<file path="src/common/asc_pkg.sv">
package asc_pkg;

   // ==========================================
   // Bus geometry
   localparam int APB_AW = 12;
   localparam int APB_DW = 32;
   localparam int REG_W = 8;

   // ==========================================
   // Register indices, byte address is four times the index
   localparam logic [7:0] IDX_DIV_SW_CTRL = 8'h71;
   localparam logic [7:0] IDX_DIV_RESULT = 8'h72;
   localparam logic [7:0] IDX_ANT0_ENERGY = 8'h73;
   localparam logic [7:0] IDX_ANT1_ENERGY = 8'h74;
   localparam logic [7:0] IDX_SW_FORCE = 8'h75;
   localparam logic [7:0] IDX_SW_OPTION = 8'h7E;
   localparam logic [7:0] IDX_SW_STATUS = 8'h7F;

   // ==========================================
   // Field positions
   localparam int DIV_EN_BIT = 0;
   localparam int DUAL_PORT_BIT = 1;
   localparam int PATH_INV_BIT = 2;
   localparam int ANT_INV_BIT = 3;
   localparam int ANT_CTRL_SEL_BIT = 5;
   localparam int RES_DONE_BIT = 0;
   localparam int RES_SEL_ANT_BIT = 1;
   localparam int PATH_FORCE_EN_BIT = 0;
   localparam int ANT_FORCE_EN_BIT = 1;
   localparam int PATH_FORCE_LVL_BIT = 4;
   localparam int ANT_FORCE_LVL_BIT = 5;
   localparam int OPT_FIX_EN_BIT = 0;
   localparam int ST_ANT_PIN_BIT = 0;
   localparam int ST_PATH_PIN_BIT = 1;
   localparam int ST_SEARCH_BIT = 2;
   localparam int ST_RADIO_LSB = 4;

   // ==========================================
   // Reset values
   localparam logic [REG_W-1:0] RST_REG = 8'h00;
   localparam logic [APB_DW-1:0] RST_WORD = 32'h00000000;

   // ==========================================
   // Types
   typedef enum logic [1:0] {
      RADIO_IDLE = 2'b00,
      RADIO_TX = 2'b01,
      RADIO_RX = 2'b10
   } asc_radio_e;

   typedef enum logic [1:0] {
      SRCH_IDLE = 2'b00,
      SRCH_ANT0 = 2'b01,
      SRCH_ANT1 = 2'b10,
      SRCH_DONE = 2'b11
   } asc_srch_e;

   typedef struct packed {
      logic antCtrlSel;
      logic antInv;
      logic pathInv;
      logic dualPort;
      logic divEn;
   } asc_ctrl_s;

   typedef struct packed {
      logic antLevel;
      logic pathLevel;
      logic antEnable;
      logic pathEnable;
   } asc_force_s;

   typedef struct packed {
      logic searching;
      logic done;
      logic curAnt;
      logic selAnt;
   } asc_div_s;

endpackage

</file>
<file path="src/hdl/asc_div_search.sv">
`timescale 1ns/1ps
module asc_div_search
   import asc_pkg::*;
(
   input wire logic clk_sys,
   input wire logic resetn,
   input wire logic ce,
   input wire logic start,
   input wire logic edValid,
   input wire logic [REG_W-1:0] edValue,
   input wire logic clearDone,
   output asc_div_s div,
   output logic [REG_W-1:0] ant0Energy,
   output logic [REG_W-1:0] ant1Energy
);

   asc_srch_e state_q;
   logic curAnt_q;
   logic selAnt_q;
   logic done_q;
   logic [REG_W-1:0] ed0_q;
   logic [REG_W-1:0] ed1_q;

   // ==========================================
   // Search sequence
   always_ff @(posedge clk_sys or negedge resetn) begin
      if (!resetn) begin
         state_q <= SRCH_IDLE;
      end else if (ce) begin
         unique case (state_q)
            SRCH_IDLE: begin
               if (start && !done_q) begin
                  state_q <= SRCH_ANT0;
               end
            end
            SRCH_ANT0: begin
               if (!start) begin
                  state_q <= SRCH_IDLE;
               end else if (edValid) begin
                  state_q <= SRCH_ANT1;
               end
            end
            SRCH_ANT1: begin
               if (!start) begin
                  state_q <= SRCH_IDLE;
               end else if (edValid) begin
                  state_q <= SRCH_DONE;
               end
            end
            SRCH_DONE: begin
               if (!start) begin
                  state_q <= SRCH_IDLE;
               end
            end
         endcase
      end
   end

   // ==========================================
   // Energy capture and antenna choice
   always_ff @(posedge clk_sys or negedge resetn) begin
      if (!resetn) begin
         ed0_q <= RST_REG;
         ed1_q <= RST_REG;
         curAnt_q <= 1'b0;
         selAnt_q <= 1'b0;
      end else if (ce) begin
         if (state_q == SRCH_IDLE && start && !done_q) begin
            curAnt_q <= 1'b0;
         end else if (state_q == SRCH_ANT0 && start && edValid) begin
            ed0_q <= edValue;
            curAnt_q <= 1'b1;
         end else if (state_q == SRCH_ANT1 && start && edValid) begin
            ed1_q <= edValue;
            selAnt_q <= edValue > ed0_q;
            curAnt_q <= edValue > ed0_q;
         end
      end
   end

   // Done flag: a completion in the clearing cycle wins
   always_ff @(posedge clk_sys or negedge resetn) begin
      if (!resetn) begin
         done_q <= 1'b0;
      end else if (ce) begin
         if (state_q == SRCH_ANT1 && start && edValid) begin
            done_q <= 1'b1;
         end else if (clearDone) begin
            done_q <= 1'b0;
         end
      end
   end

   assign div = '{searching: (state_q == SRCH_ANT0) || (state_q == SRCH_ANT1),
                  done: done_q, curAnt: curAnt_q, selAnt: selAnt_q};
   assign ant0Energy = ed0_q;
   assign ant1Energy = ed1_q;

endmodule // asc_div_search

</file>
<file path="src/hdl/asc_switch_ctrl.sv">
`timescale 1ns/1ps
module asc_switch_ctrl
   import asc_pkg::*;
(
   input wire logic clk_sys,
   input wire logic resetn,
   input wire logic ce,
   input wire logic psel,
   input wire logic penable,
   input wire logic pwrite,
   input wire logic [APB_AW-1:0] paddr,
   input wire logic [APB_DW-1:0] pwdata,
   input wire logic [3:0] pstrb,
   output logic [APB_DW-1:0] prdata,
   output logic pready,
   output logic pslverr,
   input wire logic [1:0] radioState,
   input wire logic edValid,
   input wire logic [REG_W-1:0] edValue,
   output logic antennaSelectPin,
   output logic pathSelectPin
);

   // ==========================================
   // Registers and bus state
   asc_ctrl_s ctrl_q;
   asc_force_s force_q;
   logic fixEn_q;
   logic selAntSw_q;
   logic pready_q;
   logic pslverr_q;
   logic [APB_DW-1:0] prdata_q;
   logic antPin_q;
   logic antPin_d;
   logic pathPin_q;
   logic pathPin_d;
   asc_div_s div;
   logic [REG_W-1:0] ant0Energy;
   logic [REG_W-1:0] ant1Energy;
   logic [7:0] regIdx;
   logic addrAligned;
   logic mapped;
   logic access;
   logic wrEn;
   logic wrLane0;
   logic clearDone;
   logic searchStart;
   logic divHold;
   logic antLevel;
   logic [REG_W-1:0] rdByte;
   logic [REG_W-1:0] ctrlByte;
   logic [REG_W-1:0] resultByte;
   logic [REG_W-1:0] forceByte;
   logic [REG_W-1:0] statusByte;
   asc_radio_e radio;

   assign radio = asc_radio_e'(radioState);

   // ==========================================
   // APB decode
   assign regIdx = paddr[9:2];
   assign addrAligned = (paddr[1:0] == 2'b00) && (paddr[APB_AW-1:10] == 2'b00);
   always_comb begin
      mapped = 1'b0;
      if (addrAligned) begin
         unique case (regIdx)
            IDX_DIV_SW_CTRL, IDX_DIV_RESULT, IDX_ANT0_ENERGY, IDX_ANT1_ENERGY,
            IDX_SW_FORCE, IDX_SW_OPTION, IDX_SW_STATUS: mapped = 1'b1;
            default: mapped = 1'b0;
         endcase
      end
   end

   // Access completes on the second access-phase edge
   assign access = psel && penable && pready_q;
   assign wrEn = access && pwrite && mapped;
   assign wrLane0 = wrEn && pstrb[0];

   // ==========================================
   // APB handshake
   always_ff @(posedge clk_sys or negedge resetn) begin
      if (!resetn) begin
         pready_q <= 1'b0;
      end else if (ce) begin
         pready_q <= psel && penable && !pready_q;
      end
   end

   always_ff @(posedge clk_sys or negedge resetn) begin
      if (!resetn) begin
         pslverr_q <= 1'b0;
      end else if (ce) begin
         pslverr_q <= psel && penable && !pready_q && !mapped;
      end
   end

   // ==========================================
   // Read data
   assign ctrlByte = {2'b00, ctrl_q.antCtrlSel, 1'b0, ctrl_q.antInv, ctrl_q.pathInv,
                      ctrl_q.dualPort, ctrl_q.divEn};
   always_comb begin
      resultByte = RST_REG;
      resultByte[RES_DONE_BIT] = div.done;
      resultByte[RES_SEL_ANT_BIT] = ctrl_q.divEn ? div.selAnt : selAntSw_q;
   end
   always_comb begin
      forceByte = RST_REG;
      forceByte[PATH_FORCE_EN_BIT] = force_q.pathEnable;
      forceByte[ANT_FORCE_EN_BIT] = force_q.antEnable;
      forceByte[PATH_FORCE_LVL_BIT] = force_q.pathLevel;
      forceByte[ANT_FORCE_LVL_BIT] = force_q.antLevel;
   end
   always_comb begin
      statusByte = RST_REG;
      statusByte[ST_ANT_PIN_BIT] = antPin_q;
      statusByte[ST_PATH_PIN_BIT] = pathPin_q;
      statusByte[ST_SEARCH_BIT] = div.searching;
      statusByte[ST_RADIO_LSB +: 2] = radioState;
   end
   always_comb begin
      unique case (regIdx)
         IDX_DIV_SW_CTRL: rdByte = ctrlByte;
         IDX_DIV_RESULT: rdByte = resultByte;
         IDX_ANT0_ENERGY: rdByte = ant0Energy;
         IDX_ANT1_ENERGY: rdByte = ant1Energy;
         IDX_SW_FORCE: rdByte = forceByte;
         IDX_SW_OPTION: rdByte = {7'h00, fixEn_q};
         IDX_SW_STATUS: rdByte = statusByte;
         default: rdByte = RST_REG;
      endcase
   end

   always_ff @(posedge clk_sys or negedge resetn) begin
      if (!resetn) begin
         prdata_q <= RST_WORD;
      end else if (ce) begin
         if (psel && penable && !pready_q && !pwrite && mapped) begin
            prdata_q <= {{(APB_DW-REG_W){1'b0}}, rdByte};
         end else if (psel && penable && !pready_q) begin
            prdata_q <= RST_WORD;
         end
      end
   end

   // ==========================================
   // Writable registers
   always_ff @(posedge clk_sys or negedge resetn) begin
      if (!resetn) begin
         ctrl_q <= '0;
      end else if (ce) begin
         if (wrLane0 && regIdx == IDX_DIV_SW_CTRL) begin
            ctrl_q.divEn <= pwdata[DIV_EN_BIT];
            ctrl_q.dualPort <= pwdata[DUAL_PORT_BIT];
            ctrl_q.pathInv <= pwdata[PATH_INV_BIT];
            ctrl_q.antInv <= pwdata[ANT_INV_BIT];
            ctrl_q.antCtrlSel <= pwdata[ANT_CTRL_SEL_BIT];
         end
      end
   end

   always_ff @(posedge clk_sys or negedge resetn) begin
      if (!resetn) begin
         force_q <= '0;
      end else if (ce) begin
         if (wrLane0 && regIdx == IDX_SW_FORCE) begin
            force_q.pathEnable <= pwdata[PATH_FORCE_EN_BIT];
            force_q.antEnable <= pwdata[ANT_FORCE_EN_BIT];
            force_q.pathLevel <= pwdata[PATH_FORCE_LVL_BIT];
            force_q.antLevel <= pwdata[ANT_FORCE_LVL_BIT];
         end
      end
   end

   always_ff @(posedge clk_sys or negedge resetn) begin
      if (!resetn) begin
         fixEn_q <= 1'b0;
      end else if (ce) begin
         if (wrLane0 && regIdx == IDX_SW_OPTION) begin
            fixEn_q <= pwdata[OPT_FIX_EN_BIT];
         end
      end
   end

   // Software antenna choice, only taken while diversity is off
   always_ff @(posedge clk_sys or negedge resetn) begin
      if (!resetn) begin
         selAntSw_q <= 1'b0;
      end else if (ce) begin
         if (wrLane0 && regIdx == IDX_DIV_RESULT && !ctrl_q.divEn) begin
            selAntSw_q <= pwdata[RES_SEL_ANT_BIT];
         end
      end
   end

   assign clearDone = wrLane0 && (regIdx == IDX_DIV_RESULT) && pwdata[RES_DONE_BIT];

   // ==========================================
   // Diversity search engine
   assign searchStart = ctrl_q.divEn && (radio == RADIO_RX);

   asc_div_search u_search (
      .clk_sys(clk_sys),
      .resetn(resetn),
      .ce(ce),
      .start(searchStart),
      .edValid(edValid),
      .edValue(edValue),
      .clearDone(clearDone),
      .div(div),
      .ant0Energy(ant0Energy),
      .ant1Energy(ant1Energy)
   );

   // Searching toggles, completion holds the chosen antenna
   assign divHold = searchStart && (div.searching || div.done);
   assign antLevel = div.searching ? div.curAnt : div.selAnt;

   // ==========================================
   // Pin level selection
   always_comb begin
      antPin_d = 1'b0;
      pathPin_d = 1'b0;
      if (ctrl_q.dualPort) begin
         if (divHold) begin
            antPin_d = !antLevel;
            pathPin_d = antLevel;
         end else if (radio == RADIO_TX) begin
            antPin_d = 1'b0;
            pathPin_d = 1'b1;
         end else begin
            antPin_d = 1'b1;
            pathPin_d = 1'b0;
         end
         if (ctrl_q.pathInv) begin
            antPin_d = !antPin_d;
            pathPin_d = !pathPin_d;
         end
      end else begin
         antPin_d = divHold ? antLevel : 1'b0;
         pathPin_d = (radio == RADIO_TX);
         if (ctrl_q.antInv && ctrl_q.antCtrlSel) begin
            antPin_d = !antPin_d;
         end else if (ctrl_q.pathInv) begin
            pathPin_d = !pathPin_d;
         end
      end
      // Fixed levels apply only with diversity off
      if (fixEn_q && !ctrl_q.divEn) begin
         antPin_d = selAntSw_q;
         pathPin_d = ctrl_q.pathInv;
      end
      if (force_q.antEnable) begin
         antPin_d = force_q.antLevel;
      end
      if (force_q.pathEnable) begin
         pathPin_d = force_q.pathLevel;
      end
   end

   // ==========================================
   // Registered pins
   always_ff @(posedge clk_sys or negedge resetn) begin
      if (!resetn) begin
         antPin_q <= 1'b0;
         pathPin_q <= 1'b0;
      end else if (ce) begin
         antPin_q <= antPin_d;
         pathPin_q <= pathPin_d;
      end
   end

   assign antennaSelectPin = antPin_q;
   assign pathSelectPin = pathPin_q;
   assign prdata = prdata_q;
   assign pready = pready_q;
   assign pslverr = pslverr_q;

endmodule // asc_switch_ctrl

</file>
<file path="config.mk">
export PLATFORM = sky130hd
export DESIGN_NAME = asc_switch_ctrl
export DESIGN_NICKNAME = d
export VERILOG_FILES = /design/src/common/asc_pkg.sv /design/src/hdl/asc_div_search.sv /design/src/hdl/asc_switch_ctrl.sv
export SDC_FILE = /design/constraint.sdc
export NUM_CORES = 1
export LEC_CHECK = 0
export BUFFER_PORTS_ARGS = -buffer_cell sky130_fd_sc_hd__buf_4
export CAP_MARGIN = 20
export CORE_MARGIN = 2
export CORE_UTILIZATION = 30
export DETAILED_ROUTE_END_ITERATION = 8
export PLACE_DENSITY_LB_ADDON = 0.2
export SLEW_MARGIN = 0
export SYNTH_ARGS = -nofsm -noshare
export SYNTH_HDL_FRONTEND = slang
export SYNTH_SLANG_ARGS = --single-unit
export TNS_END_PERCENT = 5
</file>
<file path="constraint.sdc">
create_clock -name clk_sys -period 2.05 [get_ports clk_sys]
set_clock_uncertainty 0.1 [all_clocks]
set_input_delay 0.41 -clock clk_sys [delete_from_list [all_inputs] [get_ports clk_sys]]
set_output_delay 0.41 -clock clk_sys [all_outputs]
set_load 0.01 [all_outputs]
</file>
; Word level (Yosys, flattened, before mapping)
; Index checks and enable logic that the tools add are counted.
[word_totals]
in_bits = 65
ff_bits = 68
wordCells = 134
output_inout_bits = 36
[op_classes]
mux = 37
eq_ne = 16
reduce_logical = 56
n_bitwise = 2
magnitude_cmp = 1
[ops]
columns = operator, n
row1 = two-way mux 32 bit, 2
row2 = "equality test 8 x 7 -> 1 bit, second input constant", 7
row3 = case mux 8 bit (7 select lines), 1
row4 = logical AND 1 bit, 27
row5 = two-way mux 1 bit, 27
row6 = AND reduction 2 bit, 7
row7 = two-way mux 2 bit, 6
row8 = zero test 1 bit, 10
row9 = greater-than comparator 8 bit, 1
row10 = case mux 2 bit (4 select lines), 1
row11 = OR reduction 7 bit, 1
row12 = "equality test 2 bit, second input constant", 3
row13 = zero test 2 bit, 3
row14 = "!= test 3 bit, second input constant", 2
row15 = AND reduction 5 bit, 1
row16 = "equality test 2 x 1 -> 1 bit, second input constant", 2
row17 = AND reduction 4 bit, 1
row18 = nonzero test 2 bit, 2
row19 = AND reduction 3 bit, 1
row20 = nonzero test 3 bit, 1
row21 = logical OR 1 bit, 2
row22 = "!= test 2 x 1 -> 1 bit, second input constant", 1
row23 = "!= test 2 bit, second input constant", 1
row24 = inverter 1 bit, 2

; Logic depth before layout (Yosys ltp)
; Gate-level depths: netlist of run 1.
[depth]
ltp_word = 11
mapped_depth = 7
mapped_depth_nobuf = 7

; Modules after synthesis
; A second synthesis of run 1 with hierarchy kept.
[hier_totals]
hier_cells = 280
hier_area_um2 = 2836.5
[by_module_without_submodules]
columns = mod, cells_each, area_per_inst_um2, n_inst, seq_area_each_um2
row1 = asc_switch_ctrl, 179, 1639.1, 1, 575.6
row2 = asc_div_search, 101, 1197.4, 1, 525.5

; Worst setup path before layout of run 1
; No wires, ideal clock.
[synth_path]
path_type = input to register
from = input paddr[1]
to = register fixEn_q
arrival_time_ns = 2.032
required_time_ns = 1.825
path_slack_ns = -0.207
cell_stages = 4
cell_sequence = or4_4 > or4_4 > nor3_1 > mux2_2
[synth_between]
elab_chain_cells = 7
[synth_lines]
columns = item, line_no
row1 = from (decl), asc_switch_ctrl.sv:11  ; input wire logic [APB_AW-1:0] paddr,
row2 = zero test 2 bit, asc_switch_ctrl.sv:62  ; assign addrAligned = (paddr[1:0] == 2'b00) && (paddr[APB_AW-1:10] == 2'b00);
row3 = logical AND 1 bit, asc_switch_ctrl.sv:62
row4 = two-way mux 1 bit, asc_switch_ctrl.sv:65  ; if (addrAligned) begin
row5 = logical AND 1 bit, asc_switch_ctrl.sv:76  ; assign wrEn = access && pwrite && mapped;
row6 = logical AND 1 bit, asc_switch_ctrl.sv:77  ; assign wrLane0 = wrEn && pstrb[0];
row7 = logical AND 1 bit, asc_switch_ctrl.sv:178  ; if (wrLane0 && regIdx == IDX_SW_OPTION) begin
row8 = AND reduction 2 bit (no line), -
row9 = to (signal assigned), asc_switch_ctrl.sv:179  ; fixEn_q <= pwdata[OPT_FIX_EN_BIT];
row10 = to (decl), asc_switch_ctrl.sv:28  ; logic fixEn_q;
; No other way between the ends.
; A chain may end at the register's enable or synchronous reset.

; Worst setup path in the final report of run 1
[layout_path]
from = input paddr[1]
to = register u_search.done_q
[layout_between]
elab_chain_cells = 9
[layout_lines]
columns = item, line_no
row1 = zero test 2 bit, asc_switch_ctrl.sv:62
row2 = logical AND 1 bit, asc_switch_ctrl.sv:62
row3 = two-way mux 1 bit, asc_switch_ctrl.sv:65
row4 = logical AND 1 bit, asc_switch_ctrl.sv:76
row5 = logical AND 1 bit, asc_switch_ctrl.sv:77
row6 = logical AND 1 bit (2 in a row), asc_switch_ctrl.sv:195  ; assign clearDone = wrLane0 && (regIdx == IDX_DIV_RESULT) && pwdata[RES_DONE_BIT];
row7 = nonzero test 2 bit (no line), -
row8 = AND reduction 2 bit (no line), -
row9 = to (signal assigned), asc_div_search.sv:84  ; done_q <= 1'b0;
row10 = to (signal assigned), asc_div_search.sv:87  ; done_q <= 1'b1;
row11 = to (signal assigned), asc_div_search.sv:89  ; done_q <= 1'b0;
row12 = to (decl), asc_div_search.sv:20  ; logic done_q;
; No other way between the ends.

==> results.json, run 1 <==
{
  "min_period_ns": 2.031,
  "grt_max_degree": 45,
  "synth_top_area_share": 0.4044,
  "clockBufferDepth": 2,
  "drtPass1Iterations": 4,
  "drtAntennaViolNets": 0,
  "placed_cell_area_um2": 3198,
  "whs_ns": 0.01112,
  "setup_viol": 0,
  "peakVddDrop_mv": 0.2985,
  "final_cell_area_um2": 3366,
  "rows": 34,
  "dieArea_um2": 9854,
  "reg2reg_slack_ns": 0.16,
  "synthAdderAreaFrac": 0.05515,
  "fmax_mhz": 492.4,
  "ys_top_cells_by_area": "dfrtp_1, mux2_2, buf_4",
  "antenna_found_initial": 0,
  "synthArstFlopShare": 1.000,
  "vias_per_cell": 4.920,
  "hpwl_um": 5325,
  "synthXorXnorAreaFrac": 0.009651,
  "critical_path_class": "input pin to flop",
  "synth_seq_cells": 44,
  "synthFlopType": "dfrtp_1",
  "yosysTopAreaCell": "dfrtp_1",
  "post_drt_wl_per_cell_um": 15.28,
  "p_leak_nw": 1.622,
  "layout_common_cells": "buf_4, dfrtp_1, nand2_1",
  "synth_area_um2": 2723,
  "crit_start": "paddr[1]",
  "hold_violations": 0,
  "drc": 0,
  "synthSimpleGateAreaFrac": 0.1631,
  "p_per_area_nw_per_um2": 577.7,
  "ys_seq_area_frac": 0.4044,
  "overflow": 0,
  "p_switching_w": 0.0005292,
  "swShare": 0.2722,
  "ctsHoldBuffers": 0,
  "die_h_um": 99.27,
  "grt.total_usage": 0.1456,
  "tritoncts": "done",
  "comb_power_share": 0.191,
  "first_global_vias": 2190,
  "place_inst": 441,
  "io_buffers": 47,
  "nets": 419,
  "stdcell_count": 451,
  "synth_compound_area_frac": 0.1572,
  "htree_levels": 2,
  "final_core_util": 0.3841,
  "vias": 2219,
  "endpoint": "u_search.done_q",
  "power_frac_seq": 0.462,
  "fin_crit_sh": 0.9906,
  "numClockSinks": 44,
  "drv_slew": 0,
  "yosysWarnings": 0,
  "min_path_type": "input pin to asynchronous set/reset pin",
  "outcome": "complete, no violations",
  "core_area_um2": 8763,
  "die_w_um": 99.27,
  "synth.distinct_cells": 51,
  "crit_arrival_ns": 2.12,
  "syn_avg_cell_area_um2": 9.655,
  "r2r-start": "u_search.state_q[1]",
  "max_slew_margin": 0.5687,
  "pwr-share-clk": 0.346,
  "worstPathRequired_ns": 2.14,
  "place.gp.congestion": 0.8212,
  "reg2reg_to": "antennaSelectPin",
  "ff2ff_path_depth": 8,
  "worstMarginPinSlew_ns": 0.6445,
  "tns_ns": 0,
  "insertion_delay_ns": 0.30,
  "p_int_w": 0.001415,
  "grt_first_pass_wirelength_um": 11310,
  "cts-root-buf": "clkbuf_8",
  "final_common_cell": "buf_4",
  "synth-edff-count": 0,
  "antenna_cells": 0,
  "crit_fanout": 4,
  "drive_gt1_frac": 0.3178,
  "rsz0062_at_grt": "yes",
  "clk_pin_slew_worst_paths_ns": 0.09,
  "drt-initial-drc-count": 79,
  "synth_mux_area_frac": 0.1016,
  "n_fill_cell": 910,
  "synthCells": 282,
  "routed_wl_um": 6892,
  "start_util": 0.3107,
  "cap_violations": 0,
  "ios": 101,
  "synth_top_family_by_area": "simple AND/OR/NAND/NOR gates",
  "cts_buffers": 5,
  "start_kind": "input pin",
  "syn_to_final_growth_pct": 23.62,
  "end_kind": "flop"
}
critical path, cell delays in order:
cell	delay [ns]
buf_4	0.11
or4_4	0.52
or4_4	0.50
o41ai_4	0.38
buf_4	0.16
nand2_1	0.04
layout make-up:
type	count	area (um2)	area share
Multi-Input combinational cell	209	1471	0.4372
Sequential cell	44	1101	0.3271
Timing Repair Buffer	63	473.0	0.1405
Tap cell	108	135.1	0.04015
Inverter	19	73.82	0.02193
Clock buffer	5	68.82	0.02045
Clock inverter	3	42.54	0.01264
worst min-delay path by stage:
stage	endpoint	start	slack, ns	cells after the start
detailed placement	u_search.ant1Energy[1]	resetn	0.36	1
CTS	u_search.ant0Energy[3]	resetn	0.02	1
finish	antennaSelectPin	resetn	0.01	1
global route	u_search.ant0Energy[2]	resetn	0.05	1
global placement	forceByte[5]	resetn	0.36	1
floorplan	antennaSelectPin	resetn	0.01	0
state kept, by name (all words and copies together) (netlist names):
signal,cells
prdata,8
u_search.ant0Energy,8
u_search.ant1Energy,8
ctrlByte,5
forceByte,4
u_search.state_q,2
antennaSelectPin,1
fixEn_q,1
pathSelectPin,1
pready,1
pslverr,1
selAntSw_q,1
u_search.curAnt_q,1
u_search.done_q,1
u_search.selAnt_q,1
cells by family (layout without fill, tap and decap cells):
group | Yosys count | in the layout
and+or+nand+nor | 80 | 80
AOI/OAI and AO/OA | 65 | 65
buffers and inverters | 52 | 90
DFF | 44 | 44
muxes | 25 | 25
adders and majority gates | 12 | 12
xor gates and xnor gates | 3 | 3
other | 1 | 24
Yosys cell counts (2+ instances only):
cell type  count
a221oi_1       3
or2_2          2
nand3b_1       5
a22o_1         7
nor2b_1        2
nand4_1        3
dfrtp_1       44
nand3_1        3
nand2_1       33
a22oi_1        3
o41ai_1        2
buf_4         24
nor3_1         2
or4_4          2
a21oi_1       14
nor3b_1        3
nor2_1         9
mux2i_1        4
o22ai_1        2
mux2_2        21
clkbuf_1       8
nor4_1         2
o31ai_1        6
xnor2_1        2
o21ai_0       18
ha_1          12
inv_1         18
nand2b_1       4
o311ai_0       2
per-layer routing:
layer	vias to the layer above	global-route usage	part of all wire
li1	1080	-	-
met1	1046	0.2020	0.47
met2	81	0.2349	0.46
met3	12	0.02460	0.052
met4	0	0.04110	0.016
met5	-	0	0
per-stage QoR:
step	setup slack, ns	power [W]
floorplan	-0.05897	0.001133
global placement	-0.4576	0.001239
detailed placement	-0.4488	0.001246
CTS	0.0002018	0.001930
global route	-0.01899	0.002042
finish	0.01921	0.001944
repair_timing:
item,in CTS,in global routing
setup endpoints to repair,1,11
pin swaps,0,1
setup buffers,0,2
gates resized for setup,2,5
cloned,0,0
power groups by stage:
stage | Sequential (W) | Clock (W) | Combinational [W]
final | 0.000899 | 0.000673 | 0.000372
after global routing | 0.000902 | 0.000724 | 0.000417
after CTS | 0.000897 | 0.000698 | 0.000335
after detailed placement | 0.000915 | 0 | 0.000331
after global placement | 0.000914 | 0 | 0.000325
after floorplan | 0.000915 | 0 | 0.000218
Power figures use the tool's default switching activity.
==> run 2, diff against run 1 <==
==> constraint.sdc (replaced) <==
create_clock -name clk_sys -period 2.2 [get_ports clk_sys]
set_clock_uncertainty 0.1 [all_clocks]
set_input_delay 0.44 -clock clk_sys [delete_from_list [all_inputs] [get_ports clk_sys]]
set_output_delay 0.44 -clock clk_sys [all_outputs]
set_load 0.01 [all_outputs]
==> results.json, run 2 (same netlist as run 1, synthesis figures left out) <==
{
  "outcome": "complete, no violations",
  "seqCellArea_um2": 1101,
  "grt_max_degree": 45,
  "vias_per_cell": 4.872,
  "drv_slew": 0,
  "r2r-start": "u_search.state_q[0]",
  "rsz0062_at_grt": "no",
  "die_w_um": 99.27,
  "tritoncts": "done",
  "max_slew_margin": 0.5460,
  "cp_top_family": "simple AND/OR/NAND/NOR gates",
  "rows": 34,
  "reg2reg_to": "antennaSelectPin",
  "place.gp.congestion": 0.7925,
  "worstPathRequired_ns": 2.29,
  "drive_gt1_frac": 0.2917,
  "critPathBufInv": 2,
  "nets": 412,
  "drtAntennaViolNets": 0,
  "whs_ns": 0.03060,
  "crit_arrival_ns": 2.21,
  "start_kind": "input pin",
  "fmax_mhz": 472.4,
  "final_common_cell": "buf_4",
  "cts-root-buf": "clkbuf_8",
  "die_h_um": 99.27,
  "drtPass1Iterations": 4,
  "multi_input_area_um2": 1430,
  "p_per_area_nw_per_um2": 540.7,
  "peakVddDrop_mv": 0.2458,
  "clk_pin_slew_worst_paths_ns": 0.09,
  "drc": 0,
  "io_buffers": 47,
  "p_total_w": 0.001768,
  "htree_levels": 2,
  "first_global_vias": 2082,
  "antenna_cells": 0,
  "ff2ff_path_depth": 7,
  "vias": 2163,
  "dieArea_um2": 9854,
  "crit_fanout": 4,
  "crit_chain": "buf_4 -> or4_4 -> or4_4 -> o41ai_1 -> buf_4 -> nand2_1",
  "critical_path_class": "input pin to flop",
  "clockBufferDepth": 2,
  "syn_to_final_growth_pct": 20.08,
  "antenna_found_initial": 0,
  "n_fill_cell": 910,
  "max_stage_delay_ns": 0.52,
  "reg2reg_slack_ns": 0.21,
  "setup_viol": 0,
  "routed_wl_um": 6801,
  "hold_violations": 0,
  "cap_violations": 0,
  "p_leak_nw": 1.585,
  "hpwl_um": 5176,
  "numClockSinks": 44,
  "grt.total_usage": 0.1454,
  "min_path_type": "input pin to asynchronous set/reset pin",
  "min_period_ns": 2.117,
  "post_drt_wl_per_cell_um": 15.32,
  "dp_slack_ns": -0.2750,
  "crit_start": "paddr[1]",
  "fin_crit_sh": 0.9621,
  "postCtsSetupRepairBufs": 0,
  "end_kind": "flop",
  "ios": 101,
  "insertion_delay_ns": 0.31,
  "core_area_um2": 8763,
  "worstMarginPinSlew_ns": 0.6785,
  "grt_first_pass_wirelength_um": 11210,
  "cts_buffers": 5,
  "drt-initial-drc-count": 93,
  "overflow": 0,
  "setup_slack_ns": 0.08327,
  "layout_common_cells": "buf_4, dfrtp_1, nand2_1",
  "start_util": 0.3107,
  "slowest_stage": "or4_4"
}
-- run 2: worst max-delay path by stage --
stage | endpoint | slack (ns) | cells past startpoint
floorplan | fixEn_q | 0.05 | 4
global route | u_search.done_q | 0.009 | 6
detailed placement | u_search.done_q | -0.27 | 6
finish | u_search.done_q | 0.08 | 6
CTS | u_search.done_q | 0.05 | 6
global placement | u_search.done_q | -0.31 | 6
-- run 2: timing repair --
item                       CTS  global route
hold buffers                 0             0
setup endpoints to repair    0             2
gates resized for setup      0             1
-- run 2: through the flow --
step,util,instance area (um2),TNS (ns),std cells
detailed placement,0.3599,3154,-1.627,436
floorplan,-,2814,0,305
global route,0.3731,3269,0,444
finish,0.3731,3269,0,444
global placement,0.3599,3154,-1.633,436
CTS,0.3726,3266,0,444
-- run 2: cell type report --
type                            instances  area share
Clock buffer                            5     0.02105
Inverter                               19     0.02181
Multi-Input combinational cell        209      0.4374
Sequential cell                        44      0.3368
Tap cell                              108     0.04133
Clock inverter                          3     0.01301
Timing Repair Buffer                   56      0.1286
-- run 2: metal layers --
metal | part of all wire | global-route usage | wire, um | vias to the layer above
met5 | 0 | 0 | 0 | -
met4 | 0.0096 | 0.03477 | 65 | 0
met3 | 0.060 | 0.03162 | 405 | 7
met2 | 0.44 | 0.2235 | 2961 | 75
met1 | 0.50 | 0.2094 | 3368 | 1021
li1 | - | - | - | 1060
-- run 2: power breakdown --
group,total (W),internal (W),leakage [nW],switching (W)
logic,0.000302,0.000129,0.964,0.000174
clock network,0.000629,0.000336,0.0541,0.000292
registers,0.000837,0.000823,0.567,0.0000133
